## src/mps_defines.vh

```
// Purpose: constants for the motor pre-driver serial port
// Assumes: 16-bit frames, key in the top six bits
// Notes: timing counts derive from the core clock rate
`ifndef MPS_DEFINES_VH
`define MPS_DEFINES_VH
`define MPS_WORD_BITS 16
`define MPS_CNT_BITS 5
`define MPS_KEY_MSB 15
`define MPS_KEY_LSB 10
`define MPS_KEY_CMD1 6'h01
`define MPS_KEY_CMD2 6'h02
`define MPS_KEY_CMD3 6'h03
`define MPS_KEY_DIAG1 6'h08
`define MPS_KEY_DIAG2 6'h10
`define MPS_KEY_DIAG3 6'h18
`define MPS_ECHO_IDLE 16'h0200
`define MPS_ECHO_HDR1 8'h04
`define MPS_ECHO_HDR2 8'h06
`define MPS_DIAG1_HDR 8'h10
`define MPS_DIAG2_HDR 8'h20
`define MPS_DIAG3_HDR 8'h30
`define MPS_CMDERR_BIT 7
`define MPS_PULSE_CNT 5'h10
`define MPS_CNT_SAT 5'h1f
`define MPS_CFG_HI 7
`define MPS_CFG_LO 6
`define MPS_CORE_HZ 25000000
`define MPS_SCK_MAX_HZ 4000000
`endif

```

## src/mps_spi_slave.v

```verilog
// Purpose: 16-bit serial port slave of a motor pre-driver
// Assumes: sck at most 4 MHz, core clock 25 MHz oversamples it
// Notes: mode with sck idling high, change on fall, sample on rise
// Contract
// - chip select is active low; transfers happen only while it is low.
// - on chip select fall, start transfer and latch the outgoing word.
// - on chip select rise, commit word only if count and key are valid.
// - sck idles high; exactly 16 pulses per transfer, else invalid.
// - on sck fall, master and device present their next bits.
// - on sck rise, device samples din and master samples dout.
// - incoming word is 16 bits, msb first.
// - outgoing word is 16 bits, msb first.
// - dout is driven only while chip select is low, else released.
// - bits 15..10 of a received word form the command key.
// - an unknown key sets the command error flag, bit 7 of diag word 2.
// - each diagnostic flag word clears once the master has read it.
`timescale 1ns/1ps
`include "mps_defines.vh"
module mps_spi_slave (
  input wire core_clk_i,
  input wire srst_i,
  input wire cs_n_i,
  input wire sck_i,
  input wire din_i,
  output wire dout_o,
  output wire dout_oe_o,
  input wire [7:0] diag1_set_i,
  output reg sample_hold_o,
  output reg short_mode_o,
  output reg [1:0] amp_gain_o,
  output reg command_error_flag_o,
  output reg word_valid_o,
  output reg [15:0] word_o
);
  wire cs_n_s;
  wire sck_s;
  wire din_s;
  reg cs_n_q;
  reg sck_q;
  reg [15:0] rx_q;
  reg [15:0] tx_q;
  reg [4:0] cnt_q;
  reg [7:0] diag1_q;
  reg [15:0] resp_q;
  reg cmd_err_q;
  reg [15:0] resp_d;

  // ----------------------------------------
  // pin synchronisers
  // ----------------------------------------
  mps_sync #(.RST_VAL(1'b1)) u_cs (
    .core_clk_i(core_clk_i),
    .srst_i(srst_i),
    .pin_i(cs_n_i),
    .sync_o(cs_n_s)
  );
  mps_sync #(.RST_VAL(1'b1)) u_sck (
    .core_clk_i(core_clk_i),
    .srst_i(srst_i),
    .pin_i(sck_i),
    .sync_o(sck_s)
  );
  mps_sync #(.RST_VAL(1'b1)) u_din (
    .core_clk_i(core_clk_i),
    .srst_i(srst_i),
    .pin_i(din_i),
    .sync_o(din_s)
  );

  // ----------------------------------------
  // edge detection
  // ----------------------------------------
  wire cs_fall = cs_n_q & ~cs_n_s;
  wire cs_rise = ~cs_n_q & cs_n_s;
  wire active = ~cs_n_s & ~cs_n_q;
  wire sck_rise = active & ~sck_q & sck_s;
  wire sck_fall = active & sck_q & ~sck_s;
  wire [5:0] key = rx_q[`MPS_KEY_MSB:`MPS_KEY_LSB];
  wire key_known = (key == `MPS_KEY_CMD1) | (key == `MPS_KEY_CMD2) |
    (key == `MPS_KEY_CMD3) | (key == `MPS_KEY_DIAG1) |
    (key == `MPS_KEY_DIAG2) | (key == `MPS_KEY_DIAG3);
  wire count_ok = (cnt_q == `MPS_PULSE_CNT);
  // a frame commits only with the right pulse count; the key splits good from bad
  wire commit_ok = cs_rise & count_ok & key_known;
  wire commit_bad = cs_rise & count_ok & ~key_known;

  // dout released whenever chip select is high
  assign dout_oe_o = ~cs_n_s;
  assign dout_o = tx_q[15];

  // next response word chosen by the committed key
  always @* begin
    resp_d = resp_q;
    case (key)
      // echo the settings being committed, not the ones they replace
      `MPS_KEY_CMD1: resp_d = {`MPS_ECHO_HDR1, rx_q[`MPS_CFG_HI], rx_q[`MPS_CFG_LO], 6'h00};
      `MPS_KEY_CMD2: resp_d = {`MPS_ECHO_HDR2, rx_q[`MPS_CFG_HI:`MPS_CFG_LO], 6'h00};
      `MPS_KEY_DIAG1: resp_d = {`MPS_DIAG1_HDR, diag1_q};
      `MPS_KEY_DIAG2: resp_d = {`MPS_DIAG2_HDR, cmd_err_q, 7'h00};
      `MPS_KEY_DIAG3: resp_d = {`MPS_DIAG3_HDR, 8'h00};
      default: resp_d = `MPS_ECHO_IDLE;
    endcase
  end

  // ----------------------------------------
  // edge history
  // ----------------------------------------
  // previous synchronised levels; reset to the idle high of both pins so
  // that leaving reset never looks like a select or clock edge
  always @(posedge core_clk_i) begin
    if (srst_i) begin
      cs_n_q <= 1'b1;
      sck_q <= 1'b1;
    end else begin
      cs_n_q <= cs_n_s;
      sck_q <= sck_s;
    end
  end

  // ----------------------------------------
  // receive shift and pulse count
  // ----------------------------------------
  // counter restarts at every select fall; it saturates so that a frame
  // of 48 pulses cannot wrap back to a count that looks valid
  always @(posedge core_clk_i) begin
    if (srst_i) begin
      rx_q <= 16'h0000;
      cnt_q <= 5'h00;
    end else begin
      if (cs_fall) begin
        cnt_q <= 5'h00;
      end
      if (sck_rise) begin
        rx_q <= {rx_q[14:0], din_s};
        if (cnt_q != `MPS_CNT_SAT) begin
          cnt_q <= cnt_q + 5'h01;
        end
      end
    end
  end

  // ----------------------------------------
  // transmit shift
  // ----------------------------------------
  // the msb is presented from the select fall, so the first sck fall has
  // nothing to shift; every later fall moves the next bit up
  always @(posedge core_clk_i) begin
    if (srst_i) begin
      tx_q <= 16'h0000;
    end else begin
      if (cs_fall) begin
        tx_q <= resp_q;
      end else if (sck_fall && cnt_q != 5'h00) begin
        tx_q <= {tx_q[14:0], 1'b0};
      end
    end
  end

  // ----------------------------------------
  // response for the next frame
  // ----------------------------------------
  // the answer to a frame goes out during the following frame; an
  // unknown key falls back to the idle word so no stale data leaks out
  always @(posedge core_clk_i) begin
    if (srst_i) begin
      resp_q <= `MPS_ECHO_IDLE;
    end else begin
      if (commit_ok) begin
        resp_q <= resp_d;
      end else if (commit_bad) begin
        resp_q <= `MPS_ECHO_IDLE;
      end
    end
  end

  // ----------------------------------------
  // committed word
  // ----------------------------------------
  // valid pulses for one cycle; the word stands until the next commit
  always @(posedge core_clk_i) begin
    if (srst_i) begin
      word_valid_o <= 1'b0;
      word_o <= 16'h0000;
    end else begin
      word_valid_o <= 1'b0;
      if (commit_ok) begin
        word_o <= rx_q;
        word_valid_o <= 1'b1;
      end
    end
  end

  // ----------------------------------------
  // configuration settings
  // ----------------------------------------
  // miscounted or unknown frames leave the settings untouched
  always @(posedge core_clk_i) begin
    if (srst_i) begin
      sample_hold_o <= 1'b0;
      short_mode_o <= 1'b0;
      amp_gain_o <= 2'h0;
    end else begin
      if (commit_ok && key == `MPS_KEY_CMD1) begin
        sample_hold_o <= rx_q[`MPS_CFG_HI];
        short_mode_o <= rx_q[`MPS_CFG_LO];
      end
      if (commit_ok && key == `MPS_KEY_CMD2) begin
        amp_gain_o <= rx_q[`MPS_CFG_HI:`MPS_CFG_LO];
      end
    end
  end

  // ----------------------------------------
  // diagnostic flags
  // ----------------------------------------
  // read flags clear as their read frame commits, before the answer ships; an event in the clear cycle survives,
  // so a fault can never be lost between two reads
  always @(posedge core_clk_i) begin
    if (srst_i) begin
      diag1_q <= 8'h00;
      cmd_err_q <= 1'b0;
      command_error_flag_o <= 1'b0;
    end else begin
      if (commit_ok && key == `MPS_KEY_DIAG1) begin
        diag1_q <= diag1_set_i;
      end else begin
        diag1_q <= diag1_q | diag1_set_i;
      end
      // a bad key and a read of its flag cannot share a frame; set first
      if (commit_bad) begin
        cmd_err_q <= 1'b1;
        command_error_flag_o <= 1'b1;
      end else if (commit_ok && key == `MPS_KEY_DIAG2) begin
        cmd_err_q <= 1'b0;
        command_error_flag_o <= 1'b0;
      end
    end
  end
endmodule

```

## src/mps_sync.v

```verilog
// Purpose: two-stage synchroniser for one pin input
// Assumes: pin is asynchronous to core_clk_i
// Notes: first stage is read only by the second stage
`timescale 1ns/1ps
module mps_sync #(
  parameter RST_VAL = 1'b1
) (
  input wire core_clk_i,
  input wire srst_i,
  input wire pin_i,
  output wire sync_o
);
  reg meta_q;
  reg sync_q;

  // ----------------------------------------
  // double flop
  // ----------------------------------------
  always @(posedge core_clk_i) begin
    if (srst_i) begin
      meta_q <= RST_VAL;
      sync_q <= RST_VAL;
    end else begin
      meta_q <= pin_i;
      sync_q <= meta_q;
    end
  end
  assign sync_o = sync_q;
endmodule

```

## config.mk

```make
export PLATFORM = sky130hd
export DESIGN_NAME = mps_spi_slave
export DESIGN_NICKNAME = d
export VERILOG_FILES = /design/src/mps_spi_slave.v /design/src/mps_sync.v
export VERILOG_INCLUDE_DIRS = /design/src
export SDC_FILE = /design/constraint.sdc
export NUM_CORES = 1
export LEC_CHECK = 0
export BUFFER_PORTS_ARGS = -buffer_cell sky130_fd_sc_hd__buf_4
export CORE_UTILIZATION = 50
export CTS_BUF_LIST = sky130_fd_sc_hd__clkbuf_16
export DETAILED_ROUTE_END_ITERATION = 6
export GPL_TIMING_DRIVEN = 0
export PLACE_DENSITY = 0.81
export RECOVER_POWER = 25
export SYNTH_ARGS = -nofsm -noshare
export SYNTH_HDL_FRONTEND = slang
export SYNTH_HIERARCHICAL = 1
export SYNTH_SLANG_ARGS = --single-unit
```

## constraint.sdc

```tcl
create_clock -name core_clk_i -period 2.6 [get_ports core_clk_i]
set_input_delay 0.26 -clock core_clk_i [delete_from_list [all_inputs] [get_ports core_clk_i]]
set_output_delay 0.26 -clock core_clk_i [all_outputs]
set_load 0.02 [all_outputs]
```

# Word level (Yosys, flattened, before mapping)
# Index checks and enable logic that the tools add are counted.
# classes
n_addsub	1
mul	0
div_mod_pow	0
order_cmp	0
eq_ne	8
n_shift	0
mux	12
n_bitwise	21
n_reduce_logical	9
# ops
op	count
one-hot mux 14 bit (5 select lines)	1
2-to-1 mux 16 bit	4
2-to-1 mux 5 bit	3
== test 6 x 2 -> 1 bit, second input constant	2
== test 6 x 5 -> 1 bit, second input constant	2
AND 1 bit	10
2-to-1 mux 8 bit	1
bitwise OR 8 bit	1
== test 6 x 1 -> 1 bit, second input constant	1
== test 6 x 4 -> 1 bit, second input constant	1
nonzero test 2 bit	3
adder 5 x 1 -> 5 bit, second input constant	1
== test 5 bit, second input constant	1
logical AND 1 bit	5
inequality test 5 bit, second input constant	1
inverter 1 bit	5
bitwise OR 1 bit	5
nonzero test 5 bit	1
2-to-1 mux 1 bit	3
# word_totals
register_bits	91
latchBits	0
ram_bits	0
rom_bits	0
out_inout_bits	24
mem_count	0

# Depth between registers and ports, before layout
# logic_depth
ltp_word	10
mapped_depth	7

# Modules after synthesis
# The synthesis kept the hierarchy.
# by_module_without_submodules
module	instances	cells_per_inst	area_each_um2	seq_area_each_um2
mps_spi_slave	1	376	3228.1	1621.6
mps_sync	3	4	52.6	40.0

# Least setup slack after synthesis
# OpenSTA, ideal clock, no wires.
# synth_timing
kind	register -> register
startpoint	register cnt_q[0]
endpoint	register tx_q[12]
t_arrival_ns	1.700
path_slack_ns	0.788
path_stages_with_launch	8
period_less_slack_ns	1.812
path_cell_list	dfxtp_1 -> inv_1 -> ha_1 -> or3b_1 -> o211ai_2 -> buf_4 -> nor3_1 -> a2111oi_1
# synth_between
elab_chain_cells	3
# synth_rtl
item	line_no	source
start, declared	mps_spi_slave.v:42	reg [4:0] cnt_q;
start signal, assigned	mps_spi_slave.v:136	cnt_q <= cnt_q + 5'h01;
nonzero test 5 bit	mps_spi_slave.v:153	end else if (sck_fall && cnt_q != 5'h00) begin
logical AND 1 bit	mps_spi_slave.v:153	
nonzero test 2 bit (no line)	-	
end signal, assigned	mps_spi_slave.v:152	tx_q <= resp_q;
end signal, assigned	mps_spi_slave.v:154	tx_q <= {tx_q[14:0], 1'b0};
end, declared	mps_spi_slave.v:41	reg [15:0] tx_q;
# No other way between the ends.
# A chain may end at the register's enable or synchronous reset.

# Worst setup path in the final report
# layout_timing
startpoint	register rx_q[14]
endpoint	register word_o[12]
# layout_between
elab_chain_cells	7
word_cells_on_any_way	12
# layout_rtl
item	line_no	source
start, declared	mps_spi_slave.v:40	reg [15:0] rx_q;
start signal, assigned	mps_spi_slave.v:134	rx_q <= {rx_q[14:0], din_s};
== test 6 x 1 -> 1 bit / == test 6 x 2 -> 1 bit (equally long branches)	-	
bitwise OR 1 bit (4 in a row)	mps_spi_slave.v:79	wire key_known = (key == `MPS_KEY_CMD1) | (key == `MPS_KEY_CMD2) |
bitwise OR 1 bit *	mps_spi_slave.v:79	
AND 1 bit *	mps_spi_slave.v:84	wire commit_ok = cs_rise & count_ok & key_known;
end signal, assigned	mps_spi_slave.v:187	word_o <= rx_q;
end, declared	mps_spi_slave.v:33	output reg [15:0] word_o
# Mark *: on every way between the ends. The rest lies on a longest branch, timed or not.

==> impl_results.rst <==
.. list-table::
   :header-rows: 1

   * - Metric
     - Value
   * - Count of inserted antenna diode cells
     - 0
   * - Finished layout cell area
     - 3940 um^2
   * - Yosys cell types
     - 44
   * - Count of pins over their slew limit
     - 0
   * - CTS tree
     - done
   * - Unrepaired setup endpoints after global routing
     - no
   * - # nets final
     - 451
   * - Number of storage elements in the synthesis netlist
     - 87
   * - Area share of the largest cell type after synthesis
     - 0.5144
   * - Number of fill cells in the layout
     - roughly 570
   * - Share of synthesized cell area in and, or, nand and nor gates
     - 0.2317
   * - Router iterations before antenna repair
     - 6
   * - Count of routing violations after the opening detailed-route iteration
     - 238
   * - Post-Synth XOR/XNOR Area
     - 0.01035
   * - Max cap viols
     - 0
   * - Inserted Clock Buffers
     - 9
   * - Leading cell types by total area after synthesis
     - sky130_fd_sc_hd__dfxtp_1, sky130_fd_sc_hd__a21oi_1, sky130_fd_sc_hd__nor2_1, sky130_fd_sc_hd__nand2_1, sky130_fd_sc_hd__mux2i_1
   * - Failing checks
     - design-rule violations
   * - Mux contribution to synthesized area
     - 0.03252
   * - Worst slew pin tran
     - 865.5 ps
   * - Routed wl met2
     - 3766 um
   * - Final setup TNS
     - 0 ps
   * - Total leakage power
     - about 1.5 nW
   * - Number of nets produced by synthesis
     - 404
   * - Fin crit share
     - 0.8445
   * - Reg area
     - 1742 um^2
   * - Worst Setup Path Type
     - reg2reg
   * - Required @ worst endpoint
     - around 2900 ps
   * - Clk_lat worst skew
     - 340 ps
   * - Number of buffer and inverter instances along the worst setup path
     - 2
   * - Share of cells above drive strength 1
     - 0.09318
   * - Resized cells post-CTS
     - 0
   * - Final critical path time including I/O delays and setup
     - 2196 ps
   * - Length of routed wiring on met1
     - 3325 um
   * - Count of nets left with antenna violations after detail routing
     - 0
   * - Detailed route wirelength on metal3
     - 372 um
   * - Dominant combinational cell family by area after synthesis
     - simple AND/OR/NAND/NOR gates
   * - Antenna violations before repair
     - 0
   * - Net switching power figure
     - 0.5511 mW
   * - Die W
     - 84.29 um
   * - Cell area after synthesis
     - 3386 um^2
   * - Count of H-tree levels built during CTS
     - 3
   * - Proportion of power drawn by the clock network
     - 0.437
   * - Critical Path AT
     - between 2000 and 2500 ps
   * - Ys async rst share
     - 0
   * - Number of warnings printed during yosys synthesis
     - 6
   * - Most frequent cells in the layout
     - sky130_fd_sc_hd__dfxtp_1, sky130_fd_sc_hd__a21oi_1, sky130_fd_sc_hd__nor2_1
   * - Total I/O pin count
     - 37
   * - Remaining design rule violation count
     - 4
   * - Library cell occupying the most area in the post-synthesis netlist
     - sky130_fd_sc_hd__dfxtp_1
   * - Gpl congestion
     - about 0.8
   * - Combinational share of power
     - 0.031
   * - Highest clock rate
     - 455.4 MHz
   * - Worst clock skew on the final layout
     - roughly 7.5 ps
   * - Most common library cell in the layout ignoring fill and taps
     - sky130_fd_sc_hd__dfxtp_1
   * - Sequential power share
     - 0.532
   * - Area delta synth->final
     - 16.37%
   * - Buffers from clock root to sink, at most
     - 2
   * - Area of the die
     - 7105 um^2
   * - First-pass GRT wire length
     - 12730 um
   * - Detailed placement HPWL
     - 5384 um
   * - Cells traversed along the worst timing path
     - clkbuf_1 -> nor2_1 -> xnor2_1 -> clkbuf_1 -> nor2_1 -> nor3b_1
   * - Synthesized-area fraction occupied by ao, oa, aoi and oai cells
     - 0.1571
   * - Area after detailed placement
     - 3752 um^2
   * - Max incr delay on CP
     - 520 ps
   * - Maximum number of pins on one net before global-route repair
     - 14
   * - Initial core utilization
     - 0.5242
   * - Total Power
     - about 2.6 mW
   * - Syn Inst Count
     - 388
   * - Crit path capture type
     - register
   * - Kind of cell with the highest combined delay on the critical path
     - buffers and inverters
   * - Clock tree root driver cell
     - sky130_fd_sc_hd__clkbuf_16
   * - Via-per-instance ratio
     - around 5.6
   * - Global-route usage over all layers
     - 0.2288
   * - Relative max-transition margin
     - 0.4215
   * - Total core area
     - 6459 um^2
   * - Peak fanout along the critical path
     - 10
   * - Fin. Hold Viols
     - 0
   * - Area used by multi-input combinational logic
     - roughly 1500 um^2
   * - Dominant register cell in the synthesized netlist
     - sky130_fd_sc_hd__dfxtp_1
   * - Detailed-route via count
     - 2898
   * - Maximum ir drop on the vdd rail
     - 0.3965 mV
   * - Sum of overflow across all layers after global routing
     - 0
   * - Overall die height
     - 84.29 um
   * - Count of flip-flops with a built-in enable after synthesis
     - 0
   * - Internal Power
     - roughly 2.0 mW
   * - Final setup violation count
     - 0
   * - Routed wire length
     - 7572 um
   * - Count of buffers added by post-CTS timing repair for setup
     - 0
   * - Routed length per placed instance
     - approximately 15 um
   * - Hold Path Class
     - in2reg
   * - Ratio of total power to cell area
     - ~650 nW/um^2
   * - Number of buffers added to fix hold violations after cts
     - 0
   * - Sequential-to-total area share from yosys stat
     - 0.5144
   * - Count of standard-cell rows
     - 29
   * - Worst hold-check slack
     - 110.2 ps
   * - Synth Area in Adders
     - 0.01109
   * - Count of clock tree sinks
     - 87
   * - Highest routed metal layer
     - met4
   * - Post-Syn Area per Cell
     - 8.726 um^2
   * - Switching part of the total
     - 0.2145
   * - Result of the run
     - finished with violations
   * - Via count of the first global-routing pass
     - 2738
   * - Clock-pin transition on the worst setup and hold timing paths
     - roughly 60 ps
   * - Cell at the slowest stage of the critical path
     - sky130_fd_sc_hd__xnor2_1
   * - Startpoint class of the critical path
     - register
   * - PortBufs
     - 36
==> routing by layer <==
| layer | GRT usage | up-vias |
|---|---|---|
| li1 | - | 1449 |
| met1 | 0.2766 | 1371 |
| met2 | 0.3927 | 68 |
| met3 | 0.06293 | 10 |
| met4 | 0.07837 | 0 |
| met5 | 0 | - |
==> worst reg2reg max path: stages (launching register included) <==
cell	delay (ps)
sky130_fd_sc_hd__dfxtp_1	310
sky130_fd_sc_hd__clkbuf_1	350
sky130_fd_sc_hd__nor2_1	200
sky130_fd_sc_hd__xnor2_1	520
sky130_fd_sc_hd__clkbuf_1	380
sky130_fd_sc_hd__nor2_1	160
sky130_fd_sc_hd__nor3b_1	190
==> power by group through the flow <==
stage / sequential (mW) / clock (mW) / combinational (mW)
floorplan: 1.39 / 0 / 0.0498
finish: 1.37 / 1.12 / 0.0792
CTS: 1.37 / 1.13 / 0.0803
global route: 1.37 / 1.21 / 0.0891
detailed placement: 1.40 / 0 / 0.0801
global placement: 1.40 / 0 / 0.0782
==> registers in the layout (all words and copies together), names as in the netlist <==
name / cells
short_mode_o: 1
sck_q: 1
u_din/meta_q: 1
u_din/sync_o: 1
u_sck/meta_q: 1
word_o: 16
rx_q: 16
resp_q: 12
sample_hold_o: 1
cnt_q: 5
word_valid_o: 1
amp_gain_o: 2
u_sck/sync_o: 1
u_cs/meta_q: 1
tx_q: 16
u_cs/sync_o: 1
diag1_q: 8
cmd_err_q: 1
cs_n_q: 1
==> synthesized netlist by cell type (2+ instances only) <==
library cell / instances
sky130_fd_sc_hd__a22oi_1: 6
sky130_fd_sc_hd__and3_1: 2
sky130_fd_sc_hd__nor2b_1: 3
sky130_fd_sc_hd__a2111oi_1: 4
sky130_fd_sc_hd__nor3b_1: 3
sky130_fd_sc_hd__dfxtp_1: 87
sky130_fd_sc_hd__ha_1: 3
sky130_fd_sc_hd__xnor2_1: 2
sky130_fd_sc_hd__clkbuf_1: 24
sky130_fd_sc_hd__nand3b_1: 4
sky130_fd_sc_hd__a21oi_1: 50
sky130_fd_sc_hd__nor3_1: 18
sky130_fd_sc_hd__mux2i_1: 11
sky130_fd_sc_hd__or2_2: 3
sky130_fd_sc_hd__nand4_1: 4
sky130_fd_sc_hd__nand3_1: 16
sky130_fd_sc_hd__nor2_1: 47
sky130_fd_sc_hd__nand2_1: 42
sky130_fd_sc_hd__buf_2: 2
sky130_fd_sc_hd__nor4b_1: 2
sky130_fd_sc_hd__o21ai_0: 16
sky130_fd_sc_hd__inv_1: 4
sky130_fd_sc_hd__a2111oi_0: 4
sky130_fd_sc_hd__or2_1: 6
sky130_fd_sc_hd__buf_6: 2
sky130_fd_sc_hd__xor2_1: 2
sky130_fd_sc_hd__a211oi_1: 4
==> metrics by stage <==
| step | setup slack (ps) | std cells | utilization |
|---|---|---|---|
| 2_1_floorplan | 787.5 | 388 | - |
| 3_3_place_gp | 203.8 | 501 | 0.5810 |
| 3_5_place_dp | 125.4 | 501 | 0.5810 |
| 4_1_cts | 77.17 | 517 | 0.6209 |
| 5_1_grt | 210.3 | 517 | 0.6100 |
| 6_report | 404.2 | 517 | 0.6100 |
==> area by class of cell <==
| type | count | share of cell area |
|---|---|---|
| Multi-Input combinational cell | 268 | 0.3817 |
| Inverter | 4 | 0.003811 |
| Timing Repair Buffer | 36 | 0.04954 |
| Sequential cell | 87 | 0.4420 |
| Buffer | 29 | 0.03303 |
| Clock inverter | 7 | 0.008257 |
| Clock buffer | 9 | 0.05716 |
| Tap cell | 77 | 0.02445 |
==> final timing paths <==
kind	startpoint	end	slack [ps]	depth (start not counted)
hold / removal	cs_n_i	u_cs/meta_q	110	2
setup / recovery	rx_q[14]	word_o[12]	400	6
setup reg to reg	rx_q[14]	word_o[12]	400	6
hold reg to reg	u_sck/meta_q	u_sck/sync_o	400	1
==> logic make-up after synthesis <==
logic type                 Yosys count
DFF                                 87
adders and majority gates            3
buffers and inverters               33
xor gates and xnor gates             4
and+or+nand+nor                    160
AOI/OAI and AO/OA                   90
muxes                               11
No activity file was read; power rests on OpenSTA's default activity.
